--- src/inc/rlbs_regs.svh ---
// register map, field positions, reset values and timing counts
`ifndef RLBS_REGS_SVH
`define RLBS_REGS_SVH

// ----------------------------------------------------------------
// sizes
// ----------------------------------------------------------------
`define RLBS_LANES          12
`define RLBS_MUB_W          8
`define RLBS_ADDR_W         8

// ----------------------------------------------------------------
// word lock and metaframe counts
// ----------------------------------------------------------------
`define RLBS_LOCK_GOOD_LAST 7'h3F
`define RLBS_LOCK_WIN_LAST  6'h3F
`define RLBS_LOCK_BAD_LAST  5'h0F
`define RLBS_LOCK_GOOD_MIN  8'h40
`define RLBS_MF_LEN         2048
`define RLBS_MF_GOOD_LAST   3'h3

// ----------------------------------------------------------------
// framing header and control word block types
// ----------------------------------------------------------------
`define RLBS_HDR_CTL        2'h2
`define RLBS_TYPE_SYNC      6'h1E
`define RLBS_TYPE_SCRAM     6'h0A
`define RLBS_TYPE_SKIP      6'h06
`define RLBS_TYPE_DIAG      6'h19

// ----------------------------------------------------------------
// register offsets (byte addresses)
// ----------------------------------------------------------------
`define RLBS_CTRL_OFS       8'h00
`define RLBS_INT_STAT_OFS   8'h04
`define RLBS_INT_EN_OFS     8'h08
`define RLBS_INT_CLR_OFS    8'h0C
`define RLBS_WORD_LOCK_OFS  8'h10
`define RLBS_FRAME_LOCK_OFS 8'h14
`define RLBS_BAD_TYPE_OFS   8'h18
`define RLBS_MUBITS_OFS     8'h1C
`define RLBS_OVERRUN_OFS    8'h20

// ----------------------------------------------------------------
// fields and reset values
// ----------------------------------------------------------------
`define RLBS_CTRL_BYPASS    0
`define RLBS_CTRL_RESYNC    1
`define RLBS_CTRL_RST       1'h1
`define RLBS_EV_BAD_TYPE    0
`define RLBS_EV_MUB_REFRESH 1
`define RLBS_EV_OVERRUN     2
`define RLBS_EV_LOCK_LOST   3
`define RLBS_EV_W           4
`define RLBS_INT_EN_RST     4'h0

`endif

--- src/inc/rlbs_pkg.sv ---
// types shared by the lane status and bypass logic
package rlbs_pkg;

	typedef logic [65:0] rlbs_word_t;

	typedef enum logic [1:0] {
		MF_HUNT,
		MF_VERIFY,
		MF_LOCKED
	} rlbs_mf_state_t;

endpackage

--- src/rtl/rlbs_lane.sv ---
// one receive lane: word lock, metaframe lock, type check, raw buffer
`timescale 1ns/1ps
`include "rlbs_regs.svh"

module rlbs_lane
	import rlbs_pkg::*;
#(
	parameter int MF_LEN = `RLBS_MF_LEN
)(
	input  wire logic       pclk,
	input  wire logic       presetn,
	input  wire logic       resync,
	input  wire logic       cap_en,
	input  wire logic       rd,
	input  wire rlbs_word_t in_word,
	input  wire logic       in_valid,
	output rlbs_word_t      word_q,
	output logic            valid_q,
	output logic            disc_q,
	output logic            sync_flag_q,
	output logic            avail_q,
	output logic            overflow_q,
	output logic            word_lock_q,
	output logic            mf_lock_q,
	output logic            bad_type_q
);

	localparam logic [15:0] MF_LAST = 16'(MF_LEN - 1);

	function automatic logic type_legal(input rlbs_word_t w);
		type_legal = w[63] || w[63:58] == `RLBS_TYPE_SYNC
			|| w[63:58] == `RLBS_TYPE_SCRAM
			|| w[63:58] == `RLBS_TYPE_SKIP
			|| w[63:58] == `RLBS_TYPE_DIAG;
	endfunction

	function automatic logic is_sync(input rlbs_word_t w);
		is_sync = w[65:64] == `RLBS_HDR_CTL
			&& w[63:58] == `RLBS_TYPE_SYNC;
	endfunction

	logic           hdr_ok;
	logic           is_ctl;
	logic           sync_in;
	logic           at_end;
	logic           discard;
	logic           bad_cond;
	logic [6:0]     good_cnt_q;
	logic [5:0]     win_cnt_q;
	logic [4:0]     bad_cnt_q;
	rlbs_mf_state_t mf_st_q;
	logic [15:0]    mf_pos_q;
	logic [2:0]     mf_good_q;
	rlbs_word_t     buf_q;
	logic           buf_disc_q;
	logic           buf_sync_q;
	logic [7:0]     run_h_q;

	assign hdr_ok   = in_word[65] ^ in_word[64];
	assign is_ctl   = in_word[65:64] == `RLBS_HDR_CTL;
	assign sync_in  = in_valid && is_sync(in_word);
	assign at_end   = mf_pos_q == MF_LAST;
	assign discard  = !word_lock_q || !mf_lock_q || !hdr_ok;
	assign bad_cond = in_valid && word_lock_q && is_ctl
		&& !type_legal(in_word);

	// ----------------------------------------------------------------
	// word boundary lock from framing headers only
	// ----------------------------------------------------------------
	// in lock, 16 bad headers inside a 64-word window drop it
	always_ff @(posedge pclk or negedge presetn)
	begin
		if (!presetn)
		begin
			word_lock_q <= 1'b0;
			good_cnt_q  <= '0;
			win_cnt_q   <= '0;
			bad_cnt_q   <= '0;
		end
		else if (resync)
		begin
			word_lock_q <= 1'b0;
			good_cnt_q  <= '0;
			win_cnt_q   <= '0;
			bad_cnt_q   <= '0;
		end
		else if (in_valid && !word_lock_q)
		begin
			if (!hdr_ok)
				good_cnt_q <= '0;
			else if (good_cnt_q == `RLBS_LOCK_GOOD_LAST)
			begin
				word_lock_q <= 1'b1;
				good_cnt_q  <= '0;
				win_cnt_q   <= '0;
				bad_cnt_q   <= '0;
			end
			else
				good_cnt_q <= good_cnt_q + 7'h01;
		end
		else if (in_valid)
		begin
			if (!hdr_ok && bad_cnt_q == `RLBS_LOCK_BAD_LAST)
				word_lock_q <= 1'b0;
			if (win_cnt_q == `RLBS_LOCK_WIN_LAST)
			begin
				win_cnt_q <= '0;
				bad_cnt_q <= '0;
			end
			else
			begin
				win_cnt_q <= win_cnt_q + 6'h01;
				bad_cnt_q <= bad_cnt_q + {4'h0, !hdr_ok};
			end
		end
	end

	// ----------------------------------------------------------------
	// metaframe lock: four sync words at the metaframe period
	// ----------------------------------------------------------------
	always_ff @(posedge pclk or negedge presetn)
	begin
		if (!presetn)
		begin
			mf_st_q   <= MF_HUNT;
			mf_lock_q <= 1'b0;
			mf_pos_q  <= '0;
			mf_good_q <= '0;
		end
		else if (resync || !word_lock_q)
		begin
			mf_st_q   <= MF_HUNT;
			mf_lock_q <= 1'b0;
			mf_pos_q  <= '0;
			mf_good_q <= '0;
		end
		else if (in_valid)
		begin
			case (mf_st_q)
				MF_HUNT:
					if (sync_in)
					begin
						mf_st_q   <= MF_VERIFY;
						mf_pos_q  <= '0;
						mf_good_q <= 3'h1;
					end
				MF_VERIFY, MF_LOCKED:
					if (at_end != sync_in)
					begin
						mf_st_q   <= MF_HUNT;
						mf_lock_q <= 1'b0;
					end
					else if (at_end)
					begin
						mf_pos_q <= '0;
						if (mf_st_q == MF_VERIFY
							&& mf_good_q == `RLBS_MF_GOOD_LAST)
						begin
							mf_st_q   <= MF_LOCKED;
							mf_lock_q <= 1'b1;
						end
						else if (mf_st_q == MF_VERIFY)
							mf_good_q <= mf_good_q + 3'h1;
					end
					else
						mf_pos_q <= mf_pos_q + 16'h0001;
				default:
				begin
					mf_st_q   <= MF_HUNT;
					mf_lock_q <= 1'b0;
				end
			endcase
		end
	end

	// ----------------------------------------------------------------
	// block type check, one cycle per offending word
	// ----------------------------------------------------------------
	always_ff @(posedge pclk or negedge presetn)
	begin
		if (!presetn)
			bad_type_q <= 1'b0;
		else
			bad_type_q <= bad_cond;
	end

	// ----------------------------------------------------------------
	// one-word lane buffer; newest word wins on overrun
	// ----------------------------------------------------------------
	always_ff @(posedge pclk or negedge presetn)
	begin
		if (!presetn)
		begin
			buf_q      <= '0;
			buf_disc_q <= 1'b0;
			buf_sync_q <= 1'b0;
			avail_q    <= 1'b0;
			overflow_q <= 1'b0;
		end
		else if (resync)
		begin
			avail_q    <= 1'b0;
			overflow_q <= 1'b0;
		end
		else if (cap_en && in_valid)
		begin
			buf_q      <= in_word;
			buf_disc_q <= discard;
			buf_sync_q <= sync_in && word_lock_q;
			avail_q    <= 1'b1;
			if (avail_q && !rd)
				overflow_q <= 1'b1;
		end
		else if (rd)
			avail_q <= 1'b0;
	end

	always_ff @(posedge pclk or negedge presetn)
	begin
		if (!presetn)
		begin
			word_q      <= '0;
			valid_q     <= 1'b0;
			disc_q      <= 1'b0;
			sync_flag_q <= 1'b0;
		end
		else
		begin
			valid_q <= rd && avail_q;
			if (rd && avail_q)
			begin
				word_q      <= buf_q;
				disc_q      <= buf_disc_q;
				sync_flag_q <= buf_sync_q;
			end
		end
	end

	// ----------------------------------------------------------------
	// checks
	// ----------------------------------------------------------------
	always_ff @(posedge pclk or negedge presetn)
	begin
		if (!presetn)
			run_h_q <= '0;
		else if (resync || (in_valid && !hdr_ok))
			run_h_q <= '0;
		else if (in_valid && run_h_q != 8'hFF)
			run_h_q <= run_h_q + 8'h01;
	end
endmodule

--- src/rtl/rlbs_top.sv ---
// receive lane status and raw lane bypass with APB registers
`timescale 1ns/1ps
`include "rlbs_regs.svh"

// What this block does
// - Flag each lane receiving an illegal metaframe control word block type.
// - Pulse refresh output one cycle whenever multi-use control bits change.
// - Set lane word lock only after 64 consecutive valid framing headers.
// - Word lock depends only on framing headers, not sync or scrambler words.
// - Raw resync request restarts word boundary search on every lane.
// - Per-lane available bit shows a readable word is held.
// - Each lane presents its own 66-bit output word.
// - Per-lane valid bit qualifies the lane output word.
// - Per-lane flag marks badly framed words the user must discard.
// - Per-lane flag marks metaframe synchronization words.
// - Per-lane overflow flag shows that lane's buffer overran.
// - Per-lane flag shows metaframe lock, ready for alignment.

module rlbs_top
	import rlbs_pkg::*;
#(
	parameter int LANES  = `RLBS_LANES,
	parameter int MF_LEN = `RLBS_MF_LEN
)(
	input  wire logic                    pclk,
	input  wire logic                    presetn,
	input  wire logic                    psel,
	input  wire logic                    penable,
	input  wire logic                    pwrite,
	input  wire logic [`RLBS_ADDR_W-1:0] paddr,
	input  wire logic [31:0]             pwdata,
	input  wire logic [3:0]              pstrb,
	output logic      [31:0]             prdata,
	output logic                         pready,
	output logic                         pslverr,
	output logic                         irq,
	input  wire rlbs_word_t              rx_word [LANES],
	input  wire logic [LANES-1:0]        rx_word_valid,
	input  wire logic [`RLBS_MUB_W-1:0]  rx_mubits,
	input  wire logic                    raw_lane_read_request,
	input  wire logic                    raw_resync_request,
	output logic [LANES-1:0]             ctl_word_type_error,
	output logic [`RLBS_MUB_W-1:0]       multiuse_control_bits,
	output logic                         multiuse_bits_refresh_pulse,
	output logic [LANES-1:0]             word_boundary_locked,
	output logic [LANES-1:0]             raw_lane_available,
	output rlbs_word_t                   raw_lane_word [LANES],
	output logic [LANES-1:0]             raw_lane_word_valid,
	output logic [LANES-1:0]             raw_lane_discard_flag,
	output logic [LANES-1:0]             raw_lane_frame_sync_flag,
	output logic [LANES-1:0]             raw_lane_buffer_overrun,
	output logic [LANES-1:0]             raw_lane_frame_locked
);

	// ----------------------------------------------------------------
	// decode helpers
	// ----------------------------------------------------------------
	function automatic logic addr_mapped(input logic [7:0] a);
		case (a)
			`RLBS_CTRL_OFS, `RLBS_INT_STAT_OFS, `RLBS_INT_EN_OFS,
			`RLBS_INT_CLR_OFS, `RLBS_WORD_LOCK_OFS,
			`RLBS_FRAME_LOCK_OFS, `RLBS_BAD_TYPE_OFS,
			`RLBS_MUBITS_OFS, `RLBS_OVERRUN_OFS:
				addr_mapped = 1'b1;
			default:
				addr_mapped = 1'b0;
		endcase
	endfunction

	// all control fields sit in byte lane 0
	function automatic logic [3:0] strb_merge(input logic [3:0] old,
		input logic [31:0] wd, input logic [3:0] st);
		strb_merge = st[0] ? wd[3:0] : old;
	endfunction

	logic                    setup;
	logic                    wr_acc;
	logic                    bypass_en_q;
	logic                    resync_q;
	logic [`RLBS_EV_W-1:0]   int_en_q;
	logic [`RLBS_EV_W-1:0]   status_q;
	logic [`RLBS_EV_W-1:0]   status_d;
	logic [`RLBS_EV_W-1:0]   ev;
	logic [`RLBS_EV_W-1:0]   clr;
	logic [`RLBS_MUB_W-1:0]  mub_q;
	logic [LANES-1:0]        lock_prev_q;
	logic [LANES-1:0]        ovr_prev_q;
	logic                    lane_rd;
	logic [31:0]             rd_mux;

	assign setup  = psel && !penable;
	assign wr_acc = psel && penable && pready && pwrite && !pslverr;
	assign lane_rd = raw_lane_read_request && bypass_en_q;

	// ----------------------------------------------------------------
	// lanes
	// ----------------------------------------------------------------
	genvar g;
	generate
		for (g = 0; g < LANES; g++)
		begin : gen_lane
			rlbs_lane #(
				.MF_LEN(MF_LEN)
			) u_lane (
				.pclk        (pclk),
				.presetn     (presetn),
				.resync      (resync_q),
				.cap_en      (bypass_en_q),
				.rd          (lane_rd),
				.in_word     (rx_word[g]),
				.in_valid    (rx_word_valid[g]),
				.word_q      (raw_lane_word[g]),
				.valid_q     (raw_lane_word_valid[g]),
				.disc_q      (raw_lane_discard_flag[g]),
				.sync_flag_q (raw_lane_frame_sync_flag[g]),
				.avail_q     (raw_lane_available[g]),
				.overflow_q  (raw_lane_buffer_overrun[g]),
				.word_lock_q (word_boundary_locked[g]),
				.mf_lock_q   (raw_lane_frame_locked[g]),
				.bad_type_q  (ctl_word_type_error[g])
			);
		end
	endgenerate

	// ----------------------------------------------------------------
	// multi-use control bits
	// ----------------------------------------------------------------
	// one clock here, so the retransmit clock choice collapses to pclk
	always_ff @(posedge pclk or negedge presetn)
	begin
		if (!presetn)
		begin
			mub_q                       <= '0;
			multiuse_bits_refresh_pulse <= 1'b0;
		end
		else
		begin
			mub_q                       <= rx_mubits;
			multiuse_bits_refresh_pulse <= rx_mubits != mub_q;
		end
	end

	assign multiuse_control_bits = mub_q;

	// ----------------------------------------------------------------
	// control: bypass enable and resync pulse
	// ----------------------------------------------------------------
	always_ff @(posedge pclk or negedge presetn)
	begin
		if (!presetn)
			bypass_en_q <= `RLBS_CTRL_RST;
		else if (wr_acc && paddr == `RLBS_CTRL_OFS && pstrb[0])
			bypass_en_q <= pwdata[`RLBS_CTRL_BYPASS];
	end

	// user request and software bit merge into one restart pulse
	always_ff @(posedge pclk or negedge presetn)
	begin
		if (!presetn)
			resync_q <= 1'b0;
		else
			resync_q <= raw_resync_request
				|| (wr_acc && paddr == `RLBS_CTRL_OFS && pstrb[0]
				&& pwdata[`RLBS_CTRL_RESYNC]);
	end

	// ----------------------------------------------------------------
	// interrupt events
	// ----------------------------------------------------------------
	always_ff @(posedge pclk or negedge presetn)
	begin
		if (!presetn)
		begin
			lock_prev_q <= '0;
			ovr_prev_q  <= '0;
		end
		else
		begin
			lock_prev_q <= word_boundary_locked;
			ovr_prev_q  <= raw_lane_buffer_overrun;
		end
	end

	always_comb
	begin
		ev = '0;
		ev[`RLBS_EV_BAD_TYPE]    = |ctl_word_type_error;
		ev[`RLBS_EV_MUB_REFRESH] = multiuse_bits_refresh_pulse;
		ev[`RLBS_EV_OVERRUN]     = |(raw_lane_buffer_overrun & ~ovr_prev_q);
		ev[`RLBS_EV_LOCK_LOST]   = |(lock_prev_q & ~word_boundary_locked);
		clr = '0;
		if (wr_acc && paddr == `RLBS_INT_CLR_OFS && pstrb[0])
			clr = pwdata[`RLBS_EV_W-1:0];
		// a new event beats a clear in the same cycle
		status_d = (status_q & ~clr) | ev;
	end

	always_ff @(posedge pclk or negedge presetn)
	begin
		if (!presetn)
			status_q <= '0;
		else
			status_q <= status_d;
	end

	always_ff @(posedge pclk or negedge presetn)
	begin
		if (!presetn)
			int_en_q <= `RLBS_INT_EN_RST;
		else if (wr_acc && paddr == `RLBS_INT_EN_OFS)
			int_en_q <= strb_merge(int_en_q, pwdata, pstrb);
	end

	// irq lags a change of the enable by one cycle
	always_ff @(posedge pclk or negedge presetn)
	begin
		if (!presetn)
			irq <= 1'b0;
		else
			irq <= |(status_d & int_en_q);
	end

	// ----------------------------------------------------------------
	// APB slave: one wait-free access phase, data latched at setup
	// ----------------------------------------------------------------
	always_comb
	begin
		rd_mux = '0;
		case (paddr)
			`RLBS_CTRL_OFS:
				rd_mux[`RLBS_CTRL_BYPASS] = bypass_en_q;
			`RLBS_INT_STAT_OFS:
				rd_mux[`RLBS_EV_W-1:0] = status_q;
			`RLBS_INT_EN_OFS:
				rd_mux[`RLBS_EV_W-1:0] = int_en_q;
			`RLBS_WORD_LOCK_OFS:
				rd_mux[LANES-1:0] = word_boundary_locked;
			`RLBS_FRAME_LOCK_OFS:
				rd_mux[LANES-1:0] = raw_lane_frame_locked;
			`RLBS_BAD_TYPE_OFS:
				rd_mux[LANES-1:0] = ctl_word_type_error;
			`RLBS_MUBITS_OFS:
				rd_mux[`RLBS_MUB_W-1:0] = mub_q;
			`RLBS_OVERRUN_OFS:
				rd_mux[LANES-1:0] = raw_lane_buffer_overrun;
			default:
				rd_mux = '0;
		endcase
	end

	always_ff @(posedge pclk or negedge presetn)
	begin
		if (!presetn)
		begin
			pready  <= 1'b0;
			pslverr <= 1'b0;
			prdata  <= '0;
		end
		else
		begin
			pready <= setup;
			if (setup)
			begin
				pslverr <= !addr_mapped(paddr);
				prdata  <= pwrite ? 32'h0000_0000 : rd_mux;
			end
			else
				pslverr <= 1'b0;
		end
	end
endmodule
--- config.mk ---
export PLATFORM = sky130hd
export DESIGN_NAME = rlbs_top
export DESIGN_NICKNAME = d
export VERILOG_FILES = /design/src/inc/rlbs_pkg.sv /design/src/rtl/rlbs_lane.sv /design/src/rtl/rlbs_top.sv
export VERILOG_INCLUDE_DIRS = /design/src /design/src/inc
export SDC_FILE = /design/constraint.sdc
export NUM_CORES = 2
export LEC_CHECK = 0
export BUFFER_PORTS_ARGS = -buffer_cell sky130_fd_sc_hd__buf_2
export CAP_MARGIN = 20
export CORE_AREA = 4 4 704 706
export CTS_BUF_LIST = sky130_fd_sc_hd__clkbuf_4
export CTS_CLUSTER_SIZE = 30
export DETAILED_ROUTE_END_ITERATION = 7
export DIE_AREA = 0 0 708 710
export SKIP_LAST_GASP = 1
export SLEW_MARGIN = 20
export SYNTH_ARGS = -nofsm -noshare
export SYNTH_HDL_FRONTEND = slang
export SYNTH_SLANG_ARGS = --single-unit
--- constraint.sdc ---
create_clock -name pclk -period 2.5 [get_ports pclk]
set_input_delay 0.5 -clock pclk [delete_from_list [all_inputs] [get_ports pclk]]
set_output_delay 0.5 -clock pclk [all_outputs]
set_load 0.01 [all_outputs]
# Word level (Yosys, flattened, before mapping)
# Index checks and enable logic that the tools add are counted.
totals:
  regBits: 2250
  input_bits: 863
  out_inout_bits: 932
op_classes:
  add_sub_neg: 60
  eq_ne: 285
  muxes: 658
  bitwise: 21
  n_reduce_logical: 516
ops:
  columns: ["op", "n"]
  rows:
  - ["16-bit two-way mux", 60]
  - ["6-bit two-way mux", 72]
  - ["16-bit one-hot mux with 2 select lines", 12]
  - ["5-bit two-way mux", 72]
  - ["7-bit two-way mux", 48]
  - ["3-bit two-way mux", 84]
  - ["1-bit two-way mux", 196]
  - ["16-bit by 1-bit adder with 16-bit output (second input constant)", 12]
  - ["16-bit by 11-bit equality test with 1-bit output (second input constant)", 12]
  - ["4-bit AND reduction", 48]
  - ["1-bit logical AND", 156]
  - ["6-bit by 5-bit equality test with 1-bit output (second input constant)", 24]
  - ["2-bit two-way mux", 72]
  - ["3-bit nonzero test", 48]
  - ["3-bit by 1-bit inequality test with 1-bit output (second input constant)", 36]
  - ["3-bit by 2-bit inequality test with 1-bit output (second input constant)", 36]
  - ["4-bit by 1-bit inequality test with 1-bit output (second input constant)", 24]
  - ["2-bit nonzero test", 48]
  - ["1-bit logical OR", 85]
  - ["7-bit by 1-bit adder with 7-bit output (second input constant)", 12]
  - ["7-bit by 6-bit equality test with 1-bit output (second input constant)", 12]
  - ["7-bit AND reduction", 12]
  - ["6-bit by 1-bit adder with 6-bit output (second input constant)", 12]
  - ["6-bit by 3-bit equality test with 1-bit output (second input constant)", 12]
  - ["other kinds (41)", 335]

# Depth between registers and ports, before layout
logic_depth:
  depth_word: 12
  ltp_mapped: 11
  depth_no_buf: 8

# Hierarchy
# From an unflattened synthesis, not the netlist that was laid out.
hier_totals:
  hier_cells: 7403
  area_unflattened_um2: 95496.6
modules_own_cells:
  columns: ["mod", "n_inst", "cells_per_inst", "area_each_um2", "seq_area_each_um2"]
  rows:
  - ["rlbs_lane (gen_lane[10].u_lane ...)", 6, 589, 7694.9, 4529.3]
  - ["rlbs_lane (gen_lane[6].u_lane ...)", 3, 606, 7724.9, 4529.3]
  - ["rlbs_lane (gen_lane[5].u_lane)", 1, 603, 7822.5, 4529.3]
  - ["rlbs_lane (gen_lane[0].u_lane)", 1, 596, 7761.2, 4529.3]
  - ["rlbs_lane (gen_lane[9].u_lane)", 1, 594, 7647.3, 4529.3]
  - ["rlbs_top", 1, 258, 2921.6, 1452.6]

# Worst setup path before layout
# Ideal clock, no wire load.
synth_path:
  path_type: "register to register"
  start: "register gen_lane[1].u_lane.mf_pos_q[0]"
  end: "register gen_lane[1].u_lane.mf_pos_q[2]"
  setup_time_ps: 128
  arrival_ps: 2417
  t_required_ps: 2372
  path_slack_ps: -45
  stages_incl_launch_ff: 9
  synth_period_minus_slack_ps: 2545
  path_cell_list: "dfrtp_1 > ha_1 > or4b_4 > nor4_4 > mux2i_1 > buf_2 > o21ai_1 > xnor2_1 > nor2b_1"
synth_between:
  elab_chain_cells: 6
  word_cells_on_any_way: 10
synth_rtl:
  columns: ["element", "line_no", "rtl"]
  rows:
  - ["from (decl)", "rlbs_lane.sv:52", "logic [15:0] mf_pos_q;"]
  - ["from (signal assigned)", "rlbs_lane.sv:166", "mf_pos_q <= mf_pos_q + 16'h0001;"]
  - ["16-bit by 1-bit adder with 16-bit output or 16-bit by 11-bit equality test with 1-bit output (tied branches)", "rlbs_lane.sv:166, rlbs_lane.sv:62", null]
  - ["16-bit two-way mux", "rlbs_lane.sv:153", "else if (at_end)"]
  - ["16-bit two-way mux", "rlbs_lane.sv:148", "if (at_end != sync_in)"]
  - ["16-bit one-hot mux with 2 select lines", "rlbs_lane.sv:139", "case (mf_st_q)"]
  - ["16-bit two-way mux", "rlbs_lane.sv:137", "else if (in_valid)"]
  - ["16-bit two-way mux", "rlbs_lane.sv:130", "else if (resync || !word_lock_q)"]
# Parallel ways exist; a longest one is shown, timed or not. The select of a mux whose other input is x is not followed.
# A chain may end at the register's enable or synchronous reset.

# Worst setup path in the final report
layout_path:
  start: "input rx_word[787] (netlist bit)"
  end: "register gen_lane[0].u_lane.mf_pos_q[8]"
layout_between:
  elab_chain_cells: 6
  word_cells_on_any_way: 7
layout_rtl:
  columns: ["element", "line_no", "rtl"]
  rows:
  - ["from (decl)", "rlbs_top.sv:37", "input wire rlbs_word_t rx_word [LANES],"]
  - ["6-bit by 5-bit equality test with 1-bit output (no source line) (*)", null, null]
  - ["1-bit logical AND (no source line) (*)", null, null]
  - ["1-bit logical AND (*)", "rlbs_lane.sv:61", "assign sync_in = in_valid && is_sync(in_word);"]
  - ["1-bit inequality test", "rlbs_lane.sv:148", null]
  - ["3-bit by 2-bit inequality test with 1-bit output (no source line)", null, null]
  - ["4-bit AND reduction (no source line) (*)", null, null]
  - ["to (signal assigned)", "rlbs_lane.sv:166", null]
  - ["to (decl)", "rlbs_lane.sv:52", null]
# Mark *: on every way between the ends. The rest lies on a longest branch, timed or not.

==> summary.txt <==
Setup path
  – CP Data Required Time: 3900 ps
  – CP max stage delay: approximately 620 ps
  – Worst-path cell chain: dlygate4sd3_1 -> buf_2 -> dlygate4sd3_1 -> and3b_1 -> dlygate4sd3_1 -> nand3_2 -> buf_4 -> nor4_4 -> nor3b_4 -> buf_12 -> buf_4 -> or4_4 -> a21oi_2
  – Critical Path AT: about 4200 ps
  – CP Class: in -> reg
  – CP endpoint kind: flip-flop
  – Maximum fanout along the worst path: 5
  – Cell mode on critical path: dlygate4sd3_1
  – CP max-delay cell: dlygate4sd3_1
  – WP buf/inv: 7
  – Critical path startpoint category: input port
  – Delay-heaviest family, CP: buffers and inverters

Routing
  – Met2 routed WL: between 200000 and 250000 um
  – Avg Vias per Cell: about 4.3
  – Final wirelength: a little under 500000 um
  – Top Metal Used: met5
  – Met3 WL post-DR: between 40000 and 50000 um
  – DRT antenna net count: 0
  – Post-Route M1 WL: roughly 180000 um
  – Routed len/inst: 25.0 um
  – Remaining DRCs: 0
  – Iter 0 DRT Violations: between 4000 and 5000
  – Vias: 83214
  – Drt pass-1 iters: 6

Synthesis
  – Compound-cell area share of the yosys netlist: 0.0677
  – Post-synth ARST share: 1.00
  – Post-Synth XOR/XNOR Area: 0.00649
  – Seq/Total Area, Yosys: 0.591
  – Top cells by area, synth: dfrtp_1 59%, mux2_2 19%, o21ai_0 2.1%, nand2_1 2.0%, ha_1 1.9%
  – Synth Area in Simple Gates: 0.0910
  – Share of the synthesized area in the top cell type: 0.590
  – #FFs+latches synth: around 2200
  – Yosys warns: 0
  – Post-synth EDFFs: 0
  – Commonest cells post-synth: 2229 x dfrtp_1, 1622 x mux2_2, 512 x nand2_1
  – Mux share of post-synthesis cell area: 0.197
  – Post-synth cell types: a little over 90
  – Area leader, netlist: dfrtp_1
  – Mapped Cells: roughly 7400
  – Most frequent cell after synthesis: dfrtp_1
  – Synthesized area: 94500 um2
  – Syn avg cell area: roughly 13 um2
  – Largest family of logic cells by synthesized area: multiplexers
  – Most used DFF post-synth: dfrtp_1
  – Post-synthesis adder-cell area fraction: 0.0191

Placement
  – HPWL Detailed: 358000 um
  – IO Port Bufs: 1743
  – Pre-CTS setup slack: -392 ps
  – Cell Area, Placed: 114000 um2
  – GP Congestion: around 0.97

Global route
  – Pin count of the biggest net entering global routing: 105
  – Total GRT Usage: 0.185
  – Initial antenna violation count: about 220
  – Global-route wire length before repair: 664000 um
  – Overflow after GRT: 0
  – Number of global-route vias before repair: 86202

Clock tree
  – CTS root buf: clkbuf_4
  – CTS tree: built
  – Clk slew on worst S/H paths: about 60 ps
  – Bufs on Longest Clock Path: 4
  – # clock sinks: approximately 2200
  – Num CTS Buffers: 640
  – H-tree Lvls: 6
  – Worst skew pair latency: 1600 ps

Timing
  – Setup violations, final: between 700 and 800
  – Fin Clk Skew: around 150 ps
  – Slew headroom: 0.227
  – Hold Slack: between 150 and 200 ps
  – Max-slew violations: 0
  – Final hold violation count: 0
  – RSZ-0062 raised after global routing: yes
  – Measured slew at the worst slew-check pin: ~1200 ps
  – Final min period: around 2800 ps
  – Achievable frequency: approximately 350 MHz
  – Setup WS post-layout: -341 ps
  – Final worst-path cycle share: 1.14

Die
  – Die area: about 500000 um2
  – Die X: approximately 700 um
  – Core area: just under 500000 um2
  – Initial Util: 0.193
  – Die Ht: 710 um
  – # IOs: about 1800
  – Placement Rows: between 200 and 300

Final layout
  – Seq. cell area: 55900 um2
  – Net count, final: roughly 13000
  – Final Instance Area: approximately 150000 um2
  – Area Overhead vs Synth: 59.8%
  – Area of the multi-input gates: approximately 37000 um2
  – Layout filler cell count: about 50000
  – Share of cells above drive strength 1: 0.425

Hold path
  – Worst hold path type: in -> reg

Pwr
  – Worst vdd ir: 0.000410 V
  – Pwr dens: approximately 520 nW/um2
  – Design Power: between 70 and 80 mW
  – Static Leakage: roughly 73 nW

Run status
  – Status: finished, violations left
  – Failing checks: setup timing

Job
  – Max Cap Violations: 0
==> layout make-up <==
cell class	instances	area share
diodes	175	0.00290
clock buffers	919	0.0457
clock inverters	160	0.00723
inverters	148	0.00368
multi-input cells	4609	0.242
flip-flops and latches	2230	0.370
well taps	6475	0.0537
repair buffers	4609	0.275
==> registers in the layout (all words and copies together) (netlist names), 24 cells and up <==
| signal | cells |
|---|---|
| gen_lane.u_lane.win_cnt_q | 72 |
| gen_lane.u_lane.bad_cnt_q | 60 |
| gen_lane.u_lane.buf_q | 792 |
| gen_lane.u_lane.mf_good_q | 36 |
| gen_lane.u_lane.mf_st_q | 24 |
| gen_lane.u_lane.mf_pos_q | 192 |
| gen_lane.u_lane.good_cnt_q | 84 |
| gen_lane.u_lane.word_q | 792 |
==> metrics by stage <==
step                      cells   util  TNS, ps
after detailed placement  15686  0.234   -10610
after CTS                 19047  0.305  -396880
final                     19325  0.309   -56710
after floorplan            7421      -        0
after global placement    15686  0.234    -9180
after global routing      19229  0.308  -341640
==> final timing paths <==
check	from	end	slack, ps	depth (start not counted)
max reg2reg	gen_lane[0].u_lane.mf_pos_q[13]	gen_lane[0].u_lane.mf_pos_q[8]	-120	8
max in group asynchronous	presetn	gen_lane[4].u_lane.word_q[48]	470	8
max	rx_word[787]	gen_lane[0].u_lane.mf_pos_q[8]	-340	13
min reg2reg	gen_lane[0].u_lane.buf_q[14]	gen_lane[0].u_lane.word_q[14]	410	1
min	paddr[3]	prdata[1]	180	8
min in group asynchronous	presetn	gen_lane[2].u_lane.buf_q[16]	760	5
==> metal layers <==
metal,GRT usage,vias up
met5,0,-
met4,0.122,100
met3,0.0674,1436
met2,0.299,3360
met1,0.205,41625
li1,-,36693
==> cells by family after synthesis <==
kind of cell | count (synthesis)
flops | 2230
simple gates | 1683
mux | 1658
compound gates | 1034
buf+inv | 582
fa+ha+maj | 144
xor+xnor | 70
other cells | 1
==> timing repair <==
action | CTS | global route
buffers inserted | 264 | 108
setup endpoints to repair | 914 | 1000
cloned | 0 | 0
hold buffers | 2025 | 5
gates resized for setup | 1372 | 161
hold endpoints to repair | 4433 | 8
pin swaps | 2 | 30
==> layout by cell type, fill, tap and decap left out, types with 175 or more instances in the layout <==
cell           count
dfrtp_1         2158
dlygate4sd3_1   2023
mux2_2          1622
buf_2            984
clkbuf_4         919
buf_6            753
buf_4            727
nand2_1          499
o21ai_0          377
nor2_1           269
nand3_1          213
a21oi_1          203
diode_2          175
==> worst register-to-register path: cells and delay by family (launching register included) <==
| family | cells | cell delay [ps] |
|---|---|---|
| AOI/OAI and AO/OA | 1 | 130 |
| buffers and inverters | 2 | 280 |
| DFF | 1 | 400 |
| and+or+nand+nor | 5 | 1730 |
==> report_power, final <==
part / switching (mW) / internal (mW) / total (mW)
clock network: 17.7 / 17.6 / 35.3
registers: 0.186 / 36.3 / 36.5
logic: 2.93 / 3.16 / 6.09
Power figures use the tool's default switching activity.
